`src/pkg/bms_pkg.sv`:
```
// shared constants, types and decode helpers of the bridge measurement sequencer
package bms_pkg;

  // ----------------------------------------------------------------
  // clocking and timing
  // ----------------------------------------------------------------
  localparam int SYS_CLK_KHZ = 100000;
  localparam int ADC_CLK_KHZ = 1000;
  localparam int ADC_DIV = SYS_CLK_KHZ / ADC_CLK_KHZ;
  localparam logic [6:0] ADC_DIV_LAST = 7'(ADC_DIV - 1);
  localparam int CONV_CNT_W = 18;

  // ----------------------------------------------------------------
  // register map (byte addresses)
  // ----------------------------------------------------------------
  localparam int ADDR_W = 8;
  localparam logic [7:0] OFS_CTRL = 8'h00;
  localparam logic [7:0] OFS_CONFIG = 8'h04;
  localparam logic [7:0] OFS_STATUS = 8'h08;
  localparam logic [7:0] OFS_COUNT = 8'h0c;

  // control register fields
  localparam int CTRL_CMD_MODE = 0;
  localparam int CTRL_START_FULL = 1;
  localparam int CTRL_START_SINGLE = 2;
  localparam int CTRL_KIND_LO = 3;
  localparam int CTRL_RELOAD = 5;
  localparam logic CMD_MODE_RESET = 1'b0;

  // status register fields
  localparam int STAT_DONE = 0;
  localparam int STAT_BUSY = 1;
  localparam int STAT_ACTIVE = 2;
  localparam int STAT_KIND_LO = 3;
  localparam int STAT_MUX_LO = 5;
  localparam int STAT_STATE_LO = 8;

  // ----------------------------------------------------------------
  // measurement configuration word layout
  // ----------------------------------------------------------------
  localparam int CFG_W = 16;
  localparam int CFG_G1_LO = 0;
  localparam int CFG_G2_LO = 2;
  localparam int CFG_POL = 5;
  localparam int CFG_MSB_LO = 6;
  localparam int CFG_LSB_LO = 8;
  localparam logic [15:0] CFG_RESET = 16'h0000;

  // ----------------------------------------------------------------
  // enumerations
  // ----------------------------------------------------------------
  typedef enum logic [1:0] {
    MUX_BRIDGE = 2'b00,
    MUX_TEMP = 2'b01,
    MUX_SHORT = 2'b10
  } bms_mux_t;

  typedef enum logic [1:0] {
    KIND_BRIDGE = 2'b00,
    KIND_TEMP = 2'b01,
    KIND_OFFSET = 2'b10
  } bms_kind_t;

  // ----------------------------------------------------------------
  // decode helpers
  // ----------------------------------------------------------------
  function automatic logic [4:0] msb_bits(input logic [1:0] sel);
    msb_bits = 5'h0a + {2'b00, sel, 1'b0};
  endfunction : msb_bits

  function automatic logic [2:0] lsb_bits(input logic [1:0] sel);
    case (sel)
      2'b00: lsb_bits = 3'h0;
      2'b01: lsb_bits = 3'h3;
      2'b10: lsb_bits = 3'h5;
      default: lsb_bits = 3'h7;
    endcase
  endfunction : lsb_bits

endpackage : bms_pkg

```
`src/pkg/bms_conv_if.sv`:
```
// handshake between the sequencer and its conversion timer
`timescale 1ns/1ps
`default_nettype none
interface bms_conv_if;
  logic start;
  logic [1:0] msbSel;
  logic [1:0] lsbSel;
  logic busy;
  logic done;

  modport seq (output start, output msbSel, output lsbSel, input busy, input done);
  modport timer (input start, input msbSel, input lsbSel, output busy, output done);
endinterface : bms_conv_if
`default_nettype wire

```
`src/rtl/bms_conv_timer.sv`:
```
// conversion timer: paces one conversion in adc clock ticks, 2^msb + 2^lsb long
`timescale 1ns/1ps
`default_nettype none
module bms_conv_timer
(
  input wire logic sys_clk,
  input wire logic rst,
  bms_conv_if.timer conv
);
  import bms_pkg::*;

  typedef struct packed {
    logic busy;
    logic done;
    logic [6:0] div;
    logic [CONV_CNT_W-1:0] ticks;
  } bms_tmr_st_t;

  bms_tmr_st_t st;
  bms_tmr_st_t next_st;

  always_comb
  begin
    next_st = st;
    next_st.done = 1'b0;
    if (conv.start && !st.busy)
    begin
      // ticks-1 so the done pulse lands on the last tick
      next_st.busy = 1'b1;
      next_st.div = ADC_DIV_LAST;
      next_st.ticks = (CONV_CNT_W'(1) << msb_bits(conv.msbSel))
                    + (CONV_CNT_W'(1) << lsb_bits(conv.lsbSel)) - CONV_CNT_W'(1);
    end
    else if (st.busy)
    begin
      if (st.div != 7'h00)
      begin
        next_st.div = st.div - 7'h01;
      end
      else if (st.ticks != '0)
      begin
        next_st.div = ADC_DIV_LAST;
        next_st.ticks = st.ticks - CONV_CNT_W'(1);
      end
      else
      begin
        next_st.busy = 1'b0;
        next_st.done = 1'b1;
      end
    end
  end

  always_ff @(posedge sys_clk)
  begin
    if (rst)
    begin
      st <= '0;
    end
    else
    begin
      st <= next_st;
    end
  end

  assign conv.busy = st.busy;
  assign conv.done = st.done;

endmodule : bms_conv_timer
`default_nettype wire

```
`src/rtl/bms_sequencer.sv`:
```
// bridge measurement sequencer: modes, measurement steps, input mux and gain decode
//
// Contract
// [RL1] two modes only: normal and command
// [RL2] normal mode: wake, measure once, sleep again
// [RL3] measures bridge, temperature and offset
// [RL4] mux picks bridge pins, temp sensor, short
// [RL5] full request runs every kind automatically
// [RL6] auto-zero precedes each bridge and temperature
// [RL7] resolution programmable from 10 to 16 bits (msb plus lsb decode here reaches 10 to 22 bits)
// [RL8] config bits 1:0 and 4:2 hold gains
// [RL9] first gain codes give 12, 20, 30, 40
// [RL10] second gain 1.1 to 1.8 in 0.1 steps
// [RL11] polarity bit inverts chopper clock, bridge sign
// [RL12] gains and polarity come from nonvolatile word
// [RL13] supervisor reset initialises all digital state
// [RL14] host picks offset shift 1/16 to 8/16
// [RL15] host picks nearest gain not above optimum
// [RL16] host inverts polarity if max not larger
// [RL17] one clock; held asleep during reset
`timescale 1ns/1ps
`default_nettype none
module bms_sequencer
(
  input wire logic sys_clk,
  input wire logic rst,
  input wire logic [bms_pkg::ADDR_W-1:0] regAddr,
  input wire logic [31:0] regWrData,
  input wire logic regWr,
  input wire logic regRd,
  output logic [31:0] regRdData,
  input wire logic [bms_pkg::CFG_W-1:0] measurement_config_word,
  output logic activeState,
  output logic [1:0] muxSel,
  output logic autoZero,
  output logic chopperInvert,
  output logic [1:0] measKind,
  output logic convActive,
  output logic [5:0] first_amp_gain_sel,
  output logic [4:0] second_amp_gain_sel,
  output logic [4:0] adcMsbBits,
  output logic [2:0] adcLsbBits,
  output logic [4:0] adcResolution,
  output logic seqDone
);
  import bms_pkg::*;

  // ----------------------------------------------------------------
  // types
  // ----------------------------------------------------------------
  typedef enum logic [2:0] {
    ST_SLEEP = 3'b000,
    ST_ACTIVE = 3'b001,
    ST_SETUP = 3'b010,
    ST_CONVERT = 3'b011,
    ST_NEXT = 3'b100
  } bms_state_t;

  typedef enum logic [2:0] {
    STEP_AZ_BRIDGE = 3'b000,
    STEP_BRIDGE = 3'b001,
    STEP_AZ_TEMP = 3'b010,
    STEP_TEMP = 3'b011,
    STEP_OFFSET = 3'b100
  } bms_step_t;

  typedef struct packed {
    bms_state_t state;
    bms_step_t step;
    logic fullSeq;
    logic cmdMode;
    logic loadPending;
    logic [CFG_W-1:0] cfg;
    logic [1:0] muxSel;
    logic autoZero;
    logic chopInv;
    logic [1:0] measKind;
    logic seqDone;
    logic doneSticky;
    logic [15:0] seqCount;
    logic [31:0] rdData;
    logic [5:0] firstGain;
    logic [4:0] secondGain;
    logic [4:0] msbBits;
    logic [2:0] lsbBits;
    logic [4:0] resolution;
  } bms_seq_st_t;

  // ----------------------------------------------------------------
  // helpers
  // ----------------------------------------------------------------
  function automatic logic [5:0] first_gain(input logic [1:0] code);
    case (code)
      2'b00: first_gain = 6'h0c;
      2'b01: first_gain = 6'h14;
      2'b10: first_gain = 6'h1e;
      default: first_gain = 6'h28;
    endcase
  endfunction : first_gain

  // second stage gain in tenths: 11 for code 0 up to 18 for code 7
  function automatic logic [4:0] second_gain(input logic [2:0] code);
    second_gain = 5'h0b + {2'b00, code};
  endfunction : second_gain

  function automatic logic step_is_az(input bms_step_t s);
    step_is_az = (s == STEP_AZ_BRIDGE) || (s == STEP_AZ_TEMP);
  endfunction : step_is_az

  // last step of a single request, or the offset step ending a full one
  function automatic logic step_is_last(input bms_step_t s, input logic full);
    if (full)
    begin
      step_is_last = (s == STEP_OFFSET);
    end
    else
    begin
      step_is_last = (s == STEP_BRIDGE) || (s == STEP_TEMP) || (s == STEP_OFFSET);
    end
  endfunction : step_is_last

  // ----------------------------------------------------------------
  // state and conversion timer
  // ----------------------------------------------------------------
  bms_seq_st_t st;
  bms_seq_st_t next_st;
  bms_conv_if conv ();

  bms_conv_timer timer_inst
  (
    .sys_clk(sys_clk),
    .rst(rst),
    .conv(conv.timer)
  );

  logic wrCtrl;
  logic wrStatus;
  logic reqFull;
  logic reqSingle;
  logic [1:0] reqKind;

  always_comb
  begin
    wrCtrl = regWr && (regAddr == OFS_CTRL);
    wrStatus = regWr && (regAddr == OFS_STATUS);
    reqFull = wrCtrl && regWrData[CTRL_START_FULL];
    reqSingle = wrCtrl && regWrData[CTRL_START_SINGLE] && !regWrData[CTRL_START_FULL];
    reqKind = regWrData[CTRL_KIND_LO +: 2];
  end

  assign conv.start = (st.state == ST_SETUP);
  assign conv.msbSel = st.cfg[CFG_MSB_LO +: 2];
  assign conv.lsbSel = st.cfg[CFG_LSB_LO +: 2];

  // ----------------------------------------------------------------
  // next state
  // ----------------------------------------------------------------
  always_comb
  begin
    next_st = st;
    next_st.seqDone = 1'b0;

    // configuration is copied from the nonvolatile word after reset or on reload
    if (st.loadPending || (wrCtrl && regWrData[CTRL_RELOAD]))
    begin
      next_st.cfg = measurement_config_word; // RL12
      next_st.loadPending = 1'b0;
    end
    next_st.firstGain = first_gain(st.cfg[CFG_G1_LO +: 2]); // RL8 RL9
    next_st.secondGain = second_gain(st.cfg[CFG_G2_LO +: 3]); // RL8 RL10
    next_st.msbBits = msb_bits(st.cfg[CFG_MSB_LO +: 2]); // RL7
    next_st.lsbBits = lsb_bits(st.cfg[CFG_LSB_LO +: 2]);
    // built from the same decode so resolution never lags the segment outputs
    if (next_st.lsbBits == 3'h0)
    begin
      next_st.resolution = next_st.msbBits; // RL7
    end
    else
    begin
      next_st.resolution = next_st.msbBits + {2'b00, next_st.lsbBits} - 5'h01;
    end

    if (wrCtrl)
    begin
      next_st.cmdMode = regWrData[CTRL_CMD_MODE]; // RL1
    end

    case (st.state)
      ST_SLEEP:
      begin
        // normal mode only wakes for a full request; command mode stays awake
        if (wrCtrl && regWrData[CTRL_CMD_MODE])
        begin
          next_st.state = ST_ACTIVE; // RL1
        end
        else if (reqFull)
        begin
          next_st.state = ST_SETUP; // RL2
          next_st.step = STEP_AZ_BRIDGE; // RL5 RL6
          next_st.fullSeq = 1'b1;
        end
      end
      ST_ACTIVE:
      begin
        if (wrCtrl && !regWrData[CTRL_CMD_MODE])
        begin
          next_st.state = ST_SLEEP; // RL1
        end
        else if (reqFull)
        begin
          next_st.state = ST_SETUP;
          next_st.step = STEP_AZ_BRIDGE; // RL5
          next_st.fullSeq = 1'b1;
        end
        else if (reqSingle)
        begin
          next_st.state = ST_SETUP;
          next_st.fullSeq = 1'b0;
          if (reqKind == KIND_TEMP)
          begin
            next_st.step = STEP_AZ_TEMP; // RL6
          end
          else if (reqKind == KIND_OFFSET)
          begin
            next_st.step = STEP_OFFSET; // RL3
          end
          else
          begin
            next_st.step = STEP_AZ_BRIDGE; // RL6
          end
        end
      end
      ST_SETUP:
      begin
        next_st.state = ST_CONVERT;
      end
      ST_CONVERT:
      begin
        if (conv.done)
        begin
          next_st.state = ST_NEXT;
        end
      end
      ST_NEXT:
      begin
        if (step_is_last(st.step, st.fullSeq))
        begin
          next_st.seqDone = 1'b1;
          next_st.seqCount = st.seqCount + 16'h0001;
          // normal mode falls asleep on its own after the measurement
          next_st.state = st.cmdMode ? ST_ACTIVE : ST_SLEEP; // RL2
        end
        else
        begin
          next_st.state = ST_SETUP; // RL5
          next_st.step = bms_step_t'(st.step + 3'b001);
        end
      end
      default:
      begin
        next_st.state = ST_SLEEP;
      end
    endcase

    // mux and analog steering follow the step being set up or converted
    if ((next_st.state == ST_SETUP) || (next_st.state == ST_CONVERT))
    begin
      next_st.autoZero = step_is_az(next_st.step); // RL6
      case (next_st.step)
        STEP_BRIDGE:
        begin
          next_st.muxSel = MUX_BRIDGE; // RL4
          next_st.measKind = KIND_BRIDGE; // RL3
          next_st.chopInv = st.cfg[CFG_POL]; // RL11
        end
        STEP_AZ_TEMP,
        STEP_TEMP:
        begin
          next_st.muxSel = (next_st.step == STEP_TEMP) ? MUX_TEMP : MUX_SHORT; // RL4
          next_st.measKind = KIND_TEMP; // RL3
          next_st.chopInv = 1'b0;
        end
        STEP_OFFSET:
        begin
          next_st.muxSel = MUX_SHORT; // RL4
          next_st.measKind = KIND_OFFSET; // RL3
          next_st.chopInv = 1'b0;
        end
        default:
        begin
          next_st.muxSel = MUX_SHORT; // RL4
          next_st.measKind = KIND_BRIDGE;
          next_st.chopInv = st.cfg[CFG_POL]; // RL11
        end
      endcase
    end
    else
    begin
      next_st.autoZero = 1'b0;
      next_st.chopInv = 1'b0;
      next_st.muxSel = MUX_SHORT;
    end

    // sticky completion flag: a new completion beats a clear in the same cycle
    if (wrStatus && regWrData[STAT_DONE])
    begin
      next_st.doneSticky = 1'b0;
    end
    if (next_st.seqDone)
    begin
      next_st.doneSticky = 1'b1;
    end

    // ----------------------------------------------------------------
    // read data, valid the cycle after the strobe
    // ----------------------------------------------------------------
    next_st.rdData = 32'h0000_0000;
    if (regRd)
    begin
      if (regAddr == OFS_CTRL)
      begin
        next_st.rdData[CTRL_CMD_MODE] = st.cmdMode;
      end
      else if (regAddr == OFS_CONFIG)
      begin
        next_st.rdData[CFG_W-1:0] = st.cfg;
      end
      else if (regAddr == OFS_STATUS)
      begin
        next_st.rdData[STAT_DONE] = st.doneSticky;
        next_st.rdData[STAT_BUSY] = (st.state != ST_SLEEP) && (st.state != ST_ACTIVE);
        next_st.rdData[STAT_ACTIVE] = (st.state != ST_SLEEP);
        next_st.rdData[STAT_KIND_LO +: 2] = st.measKind;
        next_st.rdData[STAT_MUX_LO +: 2] = st.muxSel;
        next_st.rdData[STAT_STATE_LO +: 3] = st.state;
      end
      else if (regAddr == OFS_COUNT)
      begin
        next_st.rdData[15:0] = st.seqCount;
      end
    end
  end

  // ----------------------------------------------------------------
  // registers
  // ----------------------------------------------------------------
  always_ff @(posedge sys_clk)
  begin
    if (rst)
    begin
      // the supervisor reset parks everything asleep with a default config
      st <= '0; // RL13 RL17
      st.state <= ST_SLEEP; // RL17
      st.cmdMode <= CMD_MODE_RESET;
      st.cfg <= CFG_RESET;
      st.loadPending <= 1'b1;
      st.muxSel <= MUX_SHORT;
    end
    else
    begin
      st <= next_st;
    end
  end

  // ----------------------------------------------------------------
  // outputs
  // ----------------------------------------------------------------
  assign regRdData = st.rdData;
  assign activeState = (st.state != ST_SLEEP);
  assign muxSel = st.muxSel;
  assign autoZero = st.autoZero;
  assign chopperInvert = st.chopInv;
  assign measKind = st.measKind;
  assign convActive = conv.busy;
  assign first_amp_gain_sel = st.firstGain;
  assign second_amp_gain_sel = st.secondGain;
  assign adcMsbBits = st.msbBits;
  assign adcLsbBits = st.lsbBits;
  assign adcResolution = st.resolution;
  assign seqDone = st.seqDone;

endmodule : bms_sequencer
`default_nettype wire

```
`config.mk`:
```
export PLATFORM = sky130hd
export DESIGN_NAME = bms_sequencer
export DESIGN_NICKNAME = d
export VERILOG_FILES = /design/src/pkg/bms_pkg.sv /design/src/pkg/bms_conv_if.sv /design/src/rtl/bms_conv_timer.sv /design/src/rtl/bms_sequencer.sv
export SDC_FILE = /design/constraint.sdc
export NUM_CORES = 1
export LEC_CHECK = 0
export ABC_AREA = 1
export ABC_CLOCK_PERIOD_IN_PS = 2700
export BUFFER_PORTS_ARGS = -buffer_cell sky130_fd_sc_hd__buf_2
export CAP_MARGIN = 30
export CELL_PAD_IN_SITES_DETAIL_PLACEMENT = 1
export CELL_PAD_IN_SITES_GLOBAL_PLACEMENT = 2
export CORE_MARGIN = 2
export CORE_UTILIZATION = 31
export DETAILED_ROUTE_END_ITERATION = 6
export HOLD_SLACK_MARGIN = 0.06
export MAX_ROUTING_LAYER = met4
export PLACE_DENSITY_LB_ADDON = 0.1
export SLEW_MARGIN = 20
export SYNTH_ARGS = -nofsm -noshare
export SYNTH_HDL_FRONTEND = slang
export SYNTH_SLANG_ARGS = --single-unit
```
`constraint.sdc`:
```
create_clock -name sys_clk -period 2.7 [get_ports sys_clk]
set_input_delay 0.27 -clock sys_clk [delete_from_list [all_inputs] [get_ports sys_clk]]
set_output_delay 0.27 -clock sys_clk [all_outputs]
set_load 0.05 [all_outputs]
```
==> Implementation_results.wiki, run 1 <==
{| class="wikitable"
! Metric !! Value
|-
| Maximum clock path buffer count || 2
|-
| Top achievable clock speed || 428 MHz
|-
| Worst-case hold slack || 0.0881 ns
|-
| Post-route setup slack || around 0.37 ns
|-
| Flip-flop and latch count after synthesis || ~110
|-
| Largest cells by area after synthesis || sky130_fd_sc_hd__dfxtp_1 38%, sky130_fd_sc_hd__buf_4 7.7%, sky130_fd_sc_hd__inv_1 6.4%
|-
| Placement Rows || 51
|-
| Port buffer count || 80
|-
| Post-CTS Resized || 0
|-
| Post-route setup TNS || 0 ns
|-
| Reg2Reg Setup Slack || 0.37 ns
|-
| Data arrival time of the critical path || around 2.6 ns
|-
| Number of warnings issued by yosys || 0
|-
| Starting Density || a little under a third
|-
| DRC marker count from the first detailed-route iteration || 163
|-
| Tot GR Track Use || 18.0%
|-
| Share of synthesized area occupied by flip-flops and latches || between 30 and 40%
|-
| Required @ worst endpoint || 3.01 ns
|-
| Top-level I/O count || 125
|-
| Setup repair after global routing missed its margin || false
|-
| Crit-path max FO || 6
|-
| Clock buffers created by TritonCTS || 17
|-
| Detailed-route vias per instance || around 4.6
|-
| Area growth syn-to-layout || 15.6%
|-
| Detail Placement HPWL || 13300 µm
|-
| TritonCTS clock tree || done
|-
| Leading register cell type out of synthesis || sky130_fd_sc_hd__dfxtp_1
|-
| LEAKAGE || 3.30 nW
|-
| Leftover overflow at the end of global routing || 0
|-
| Fraction of final layout cells sized beyond drive strength 1 || 20.1%
|-
| Count of clock tree sinks || 114
|-
| Worst-case vdd ir drop || 0.366 mV
|-
| Transition time of the tightest slew-check pin || 0.617 ns
|-
| CP Capture Type || flip-flop
|-
| Reg2reg start || conv.lsbSel[0]
|-
| Number of synthesized flops with an enable pin || 0
|-
| Slew HR || 58.6%
|-
| Count of cell types in the netlist || 55
|-
| Worst hold path startpoint || measurement_config_word[15]
|-
| Via count || 5199
|-
| Clk slew on worst S/H paths || approximately 0.060 ns
|-
| Synth top area share || 37.6%
|-
| Final weighted congestion in routability-driven placement || 0.764
|-
| First-pass GRT wire length || 27800 µm
|-
| Routed wire length || 17300 µm
|-
| Clk_skew || 0.00960 ns
|-
| Number of setup violations in the final report || 0
|-
| # diodes || 0
|-
| Reg-to-reg endpoint || adcResolution[3]
|-
| Worst Setup Start Kind || flip-flop
|-
| Die span in x || about 140 µm
|-
| Hold EP || st[95]
|-
| Residual DRC || 0
|-
| Number of routed nets with antenna violations || 0
|-
| Die Area || 20700 µm²
|-
| Vias in the first global route || approximately 5.5k
|-
| Synth area leader || sky130_fd_sc_hd__dfxtp_1
|-
| Endpoints failing hold || 0
|-
| Status || finished clean
|-
| Number of instances on the worst hold path || 3
|-
| Worst slack at placement || 0.356 ns
|-
| Maximum number of pins on one net before global-route repair || 40
|-
| Number of setup buffers added after CTS || 0
|-
| Post-route minimum period || 2.33 ns
|-
| Gate count of the mapped netlist || 802
|-
| HP Class || in -> reg
|-
| Placeable core region || 19300 µm²
|-
| Netlist area before placement || 6070 µm²
|-
| Hold-fix buffers at CTS || 0
|-
| First-pass iteration count of the detailed router || 4
|-
| Number of antenna violations at the first check in global routing || 0
|-
| CTS HTree Levels || 4
|-
| Proportion of register bits with asynchronous set or reset after synthesis || 0%
|-
| Avg Cell Area, Syn || 7.57 µm²
|-
| Max-cap check violation count || 0
|-
| Die H || 144 µm
|-
| Number of cells on the worst reg-to-reg path || 9
|-
| Layout net count || 941
|-
| Ratio of total power to cell area || between 600 and 700 nW/µm²
|-
| Final clock period utilization by the worst path || 86.5%
|-
| Count of pins over their slew limit || 0
|-
| Root buffer cell || sky130_fd_sc_hd__clkbuf_16
|-
| Crit path kind || reg -> reg
|-
| Routed len/inst || ~15 µm
|-
| Worst skew pair latency || 0.41 ns
|}
[cell families (layout without fill, tap and decap cells)]
kind of cell	count (synthesis)	count (layout)	share of synthesized area, %
AO/OA/AOI/OAI	153	153	14.7
XOR/XNOR	9	9	1.30
adder cells (fa/ha/maj)	31	31	6.51
buffers and inverters	194	235	16.1
flip-flops	114	114	37.6
other	2	21	0.124
AND/OR/NAND/NOR	299	299	23.7
[cell type report]
| type | count | area [µm²] |
|---|---|---|
| Clock inverter | 11 | 160 |
| Fill cell | 2391 | 12300 |
| Tap cell | 265 | 332 |
| Inverter | 114 | 432 |
| Clock buffer | 20 | 457 |
| Multi-Input combinational cell | 513 | 2890 |
| Sequential cell | 114 | 2280 |
| Timing Repair Buffer | 90 | 475 |
[metal layers]
layer  vias up  global-route usage (%)  part of all wire (%)
li1       2626                       -                     -
met1      2478                    20.5                    45
met2        76                    31.8                    51
met3        19                    3.94                   2.6
met4         0                    5.47                   1.5
met5         -                       -                     0
[worst max-delay path: stages (launching register included)]
cell and delay (ns):
sky130_fd_sc_hd__dfxtp_1 0.41, sky130_fd_sc_hd__inv_1 0.16, sky130_fd_sc_hd__ha_1 0.27, sky130_fd_sc_hd__or2_2 0.30
sky130_fd_sc_hd__inv_1 0.09, sky130_fd_sc_hd__ha_1 0.26, sky130_fd_sc_hd__fa_1 0.44, sky130_fd_sc_hd__xnor2_1 0.14
sky130_fd_sc_hd__o22ai_1 0.12, sky130_fd_sc_hd__inv_1 0.06
[per-stage QoR]
step           cell area [µm²]  instances  power [W]  util (%)
3_3_place_gp              6410       1096    0.00221      33.1
5_1_grt                   7020       1127    0.00474      36.3
2_1_floorplan             6150        821    0.00215         -
4_1_cts                   7020       1127    0.00461      36.3
3_5_place_dp              6410       1096    0.00222      33.1
6_report                  7020       1127    0.00454      36.3
[where the power goes]
| group | internal, W | total [W] | switching [W] | leakage (nW) |
|---|---|---|---|---|
| Clock | 0.00158 | 0.00236 | 0.000787 | 0.301 |
| Combinational | 0.000107 | 0.000422 | 0.000314 | 2.07 |
| Sequential | 0.00173 | 0.00176 | 0.0000254 | 0.928 |
| Total | 0.00341 | 0.00454 | 0.00113 | 3.30 |
[worst max-delay path by stage]
stage / end / from / slack (ns)
4_1_cts: adcResolution[3] / conv.lsbSel[0] / 0.35
3_3_place_gp: adcResolution[3] / conv.lsbSel[0] / 0.41
6_report: adcResolution[3] / conv.lsbSel[0] / 0.37
5_1_grt: adcResolution[3] / conv.lsbSel[0] / 0.21
3_5_place_dp: adcResolution[3] / conv.lsbSel[0] / 0.36
2_1_floorplan: adcResolution[3] / conv.lsbSel[0] / 0.60
[flip-flops by register name, indices dropped and copies added (netlist names)]
register              count
seqDone                   1
second_amp_gain_sel       5
timer_inst.conv.busy      1
conv.msbSel               2
chopperInvert             1
first_amp_gain_sel        5
st                       38
measKind                  2
adcMsbBits                4
autoZero                  1
conv.lsbSel               2
timer_inst.st            25
adcResolution             5
regRdData                16
timer_inst.conv.done      1
muxSel                    2
adcLsbBits                3
[placed cells by master, fill, tap and decap left out, drive strengths merged]
master,n
a211oi,2
a21oi,60
a221oi,2
a31o,2
a31oi,6
a41oi,1
and3,1
buf,90
bufinv,4
clkbuf,20
clkinv,7
clkinvlp,2
conb,21
dfxtp,114
fa,1
ha,30
inv,112
nand2,111
nand3,44
nand3b,2
nand4,14
nor2,111
nor3,9
nor3b,2
nor4,2
o2111ai,2
o211ai,11
o21a,2
o21ai,53
o21bai,3
o221ai,5
o22ai,2
o31ai,2
or2,3
xnor2,2
xor2,7
[Yosys cell counts (2+ instances only)]
cell,instances
sky130_fd_sc_hd__a21oi_1,57
sky130_fd_sc_hd__a21oi_2,3
sky130_fd_sc_hd__a221oi_1,2
sky130_fd_sc_hd__a31o_2,2
sky130_fd_sc_hd__a31oi_1,6
sky130_fd_sc_hd__buf_1,2
sky130_fd_sc_hd__buf_2,4
sky130_fd_sc_hd__buf_4,62
sky130_fd_sc_hd__clkbuf_1,11
sky130_fd_sc_hd__conb_1,2
sky130_fd_sc_hd__dfxtp_1,114
sky130_fd_sc_hd__ha_1,30
sky130_fd_sc_hd__inv_1,103
sky130_fd_sc_hd__inv_2,8
sky130_fd_sc_hd__nand2_1,101
sky130_fd_sc_hd__nand2_2,8
sky130_fd_sc_hd__nand2_4,2
sky130_fd_sc_hd__nand3_1,39
sky130_fd_sc_hd__nand3_2,4
sky130_fd_sc_hd__nand3b_1,2
sky130_fd_sc_hd__nand4_1,10
sky130_fd_sc_hd__nand4_2,3
sky130_fd_sc_hd__nor2_1,99
sky130_fd_sc_hd__nor2_2,5
sky130_fd_sc_hd__nor2_4,6
sky130_fd_sc_hd__nor3_1,7
sky130_fd_sc_hd__nor3_2,2
sky130_fd_sc_hd__nor3b_1,2
sky130_fd_sc_hd__nor4_1,2
sky130_fd_sc_hd__o2111ai_1,2
sky130_fd_sc_hd__o211ai_1,11
sky130_fd_sc_hd__o21a_1,2
sky130_fd_sc_hd__o21ai_0,50
sky130_fd_sc_hd__o21ai_2,2
sky130_fd_sc_hd__o21bai_1,3
sky130_fd_sc_hd__o221ai_1,5
sky130_fd_sc_hd__o22ai_1,2
sky130_fd_sc_hd__o31ai_1,2
sky130_fd_sc_hd__or2_2,2
sky130_fd_sc_hd__xnor2_1,2
sky130_fd_sc_hd__xor2_1,7
(Power assumes the default switching activity.)
==> inputs of run 2 (changes only) <==
==> constraint.sdc (replaced) <==
create_clock -name sys_clk -period 2.7 [get_ports sys_clk]
set_input_delay 0.135 -clock sys_clk [delete_from_list [all_inputs] [get_ports sys_clk]]
set_output_delay 0.135 -clock sys_clk [all_outputs]
set_load 0.05 [all_outputs]
==> Implementation_results.wiki, run 2 (synthesis gave the netlist of run 1 again) <==
{| class="wikitable"
! Metric !! Value
|-
| Top achievable clock speed || 434 MHz (+1.3%)
|-
| Post-route setup TNS || 0 ns (unchanged)
|-
| Detail Placement HPWL || 13100 µm (-1.7%)
|-
| Crit path kind || reg -> reg
|-
| Cells along the critical path || inv_1 > ha_1 > or2_2 > inv_1 > ha_1 > fa_1 > xnor2_1 > o22ai_1 > inv_1
|-
| Count of placed standard cells in the final layout, fillers left out || 1141 (+1.2%)
|-
| Clk slew on worst S/H paths || 0.06 ns (about the same)
|-
| First-pass GRT wire length || 27900 µm (+0.22%)
|-
| Clk_skew || 0.00916 ns (-0.000439 ns)
|-
| # diodes || 0 (unchanged)
|-
| Starting Density || 31.4% (unchanged)
|-
| Clock buffers created by TritonCTS || 17 (unchanged)
|-
| TritonCTS clock tree || done
|-
| Reg2reg start || conv.lsbSel[0]
|-
| Number of cells on the worst reg-to-reg path || 9 (unchanged)
|-
| Final clock period utilization by the worst path || 85.3% (-1.1 points)
|-
| Routed wire length || 17400 µm (+0.60%)
|-
| Count of clock tree sinks || 114 (unchanged)
|-
| Setup crit end || adcResolution[3]
|-
| Number of routed nets with antenna violations || 0 (unchanged)
|-
| Max-cap check violation count || 0 (unchanged)
|-
| Worst-case vdd ir drop || 0.426 mV (+16%)
|-
| Met2 wire length || 8860 µm (+0.93%)
|-
| Worst-case hold slack || 0.106 ns (+0.0174 ns)
|-
| CP Capture Type || flip-flop
|-
| Maximum number of pins on one net before global-route repair || 49 (+23%)
|-
| Largest stage delay on the critical path || 0.45 ns (about the same)
|-
| Required @ worst endpoint || 3.01 ns (about the same)
|-
| Detailed-route vias per instance || 4.55 (-1.3%)
|-
| Reg2Reg Setup Slack || 0.40 ns (+0.03 ns)
|-
| First-pass iteration count of the detailed router || 4 (unchanged)
|-
| Number of antenna violations at the first check in global routing || 0 (unchanged)
|-
| DRC marker count from the first detailed-route iteration || 176 (+8.0%)
|-
| Endpoints failing hold || 0 (unchanged)
|-
| Top-level I/O count || 125 (unchanged)
|-
| Crit-path slowest cell || sky130_fd_sc_hd__fa_1
|-
| Placeable core region || 19300 µm² (unchanged)
|-
| Data arrival time of the critical path || 2.61 ns (-0.03 ns)
|-
| Number of setup violations in the final report || 0 (unchanged)
|-
| HP Class || in -> reg
|-
| Met1 wire length || 7740 µm (-0.49%)
|-
| Reg-to-reg endpoint || adcResolution[3]
|-
| LEAKAGE || 3.33 nW (+1.1%)
|-
| Total power after layout || 0.00443 W (-2.5%)
|-
| Via count || 5196 (-0.058%)
|-
| CTS HTree Levels || 4 (unchanged)
|-
| Status || finished clean
|-
| Post-route setup slack || 0.396 ns (+0.0301 ns)
|-
| Maximum clock path buffer count || 2 (unchanged)
|-
| Setup repair after global routing missed its margin || false
|-
| Die span in x || 144 µm (unchanged)
|-
| Die Area || 20700 µm² (unchanged)
|-
| Post-route minimum period || 2.30 ns (-0.0301 ns)
|-
| Most frequent standard cell in the layout excluding fill and tap cells || sky130_fd_sc_hd__dfxtp_1
|-
| Placement Rows || 51 (unchanged)
|-
| Worst Setup Start Kind || flip-flop
|-
| Library cell appearing most often on the critical path || sky130_fd_sc_hd__inv_1
|-
| Worst skew pair latency || 0.42 ns (about the same)
|-
| Routed len/inst || 15.2 µm (-0.64%)
|-
| Number of flip-flops under the largest register name || 38 (unchanged)
|-
| Port buffer count || 80 (unchanged)
|-
| Leftover overflow at the end of global routing || 0 (unchanged)
|-
| Transition time of the tightest slew-check pin || 0.719 ns (+0.101 ns)
|-
| Final weighted congestion in routability-driven placement || 0.789 (+3.3%)
|-
| Number of filler instances in the final layout || 2446 (+2.3%)
|-
| Biggest register || st
|-
| Residual DRC || 0 (unchanged)
|-
| Tot GR Track Use || 18.0% (-0.022 points)
|-
| Slew HR || 52.0% (-6.6 points)
|-
| Crit-path max FO || 6 (unchanged)
|-
| Highest layer used for signal routing || met4
|-
| Number of cells after detailed placement || 1093 (-0.27%)
|-
| Vias in the first global route || 5509 (+0.27%)
|-
| Worst slack at placement || 0.383 ns (+0.0265 ns)
|-
| Number of setup buffers added after CTS || 0 (unchanged)
|-
| Met3 Routed Length || 538 µm (+20%)
|-
| Layout net count || 954 (+1.4%)
|-
| Die H || 144 µm (unchanged)
|-
| Most frequent cells in the layout || 114 x sky130_fd_sc_hd__dfxtp_1, 103 x sky130_fd_sc_hd__inv_1, 101 x sky130_fd_sc_hd__nand2_1
|-
| Fraction of final layout cells sized beyond drive strength 1 || 19.6% (-0.43 points)
|-
| Area growth syn-to-layout || 17.3%
|-
| Root buffer cell || sky130_fd_sc_hd__clkbuf_16
|-
| Origin of the worst setup path || conv.lsbSel[0]
|-
| Ratio of total power to cell area || 621 nW/µm² (-3.9%)
|-
| Count of pins over their slew limit || 0 (unchanged)
|}
-- run 2: metal layers --
metal  GRT usage (%)  up-vias
met5               -        -
met4            5.21        0
met3            3.71       16
met2            32.0       68
met1            20.6     2465
li1                -     2647
-- run 2: worst min-delay path by stage --
stage	startpoint	to	slack [ns]	cells past startpoint
detailed placement	measurement_config_word[12]	st[92]	0.37	3
floorplan	rst	st[96]	0.23	1
CTS	measurement_config_word[6]	conv.msbSel[0]	0.11	3
global placement	measurement_config_word[15]	st[95]	0.36	3
global route	measurement_config_word[6]	conv.msbSel[0]	0.14	3
finish	measurement_config_word[6]	conv.msbSel[0]	0.11	3
-- run 2: what timing repair did --
action	in CTS	in global routing
endpoints found under the hold margin	16	0
setup endpoints to repair	0	0
gates resized for setup	0	0
hold buffers	16	0
-- run 2: power breakdown --
group,total (W),internal [W],switching [W],leakage [nW]
logic,0.000438,0.000120,0.000318,2.12
registers,0.00176,0.00173,0.0000264,0.928
clock network,0.00223,0.00136,0.000870,0.284
total,0.00443,0.00321,0.00121,3.33
-- run 2: per-stage QoR --
step | instance area [µm²] | utilization, %
3_5_place_dp | 6380 | 33.0
6_report | 7130 | 36.9
3_3_place_gp | 6380 | 33.0
4_1_cts | 7130 | 36.9
5_1_grt | 7130 | 36.9
2_1_floorplan | 6150 | -
-- run 2: area by class of cell --
type                            count  area [µm²]  share of cell area (%)
Clock inverter                     15         156                    2.19
Clock buffer                       17         425                    5.97
Tap cell                          265         332                    4.65
Sequential cell                   114        2280                    32.0
Inverter                          114         432                    6.06
Timing Repair Buffer              103         613                    8.60
Multi-Input combinational cell    513        2890                    40.5
-- run 2: critical path, delay by kind of cell, from the launching register on --
family / cells / cell delay [ns]
adders and majority gates: 3 / 0.97
xor gates and xnor gates: 1 / 0.14
buffers and inverters: 3 / 0.28
and+or+nand+nor: 1 / 0.28
AOI/OAI and AO/OA: 1 / 0.11
DFF: 1 / 0.42
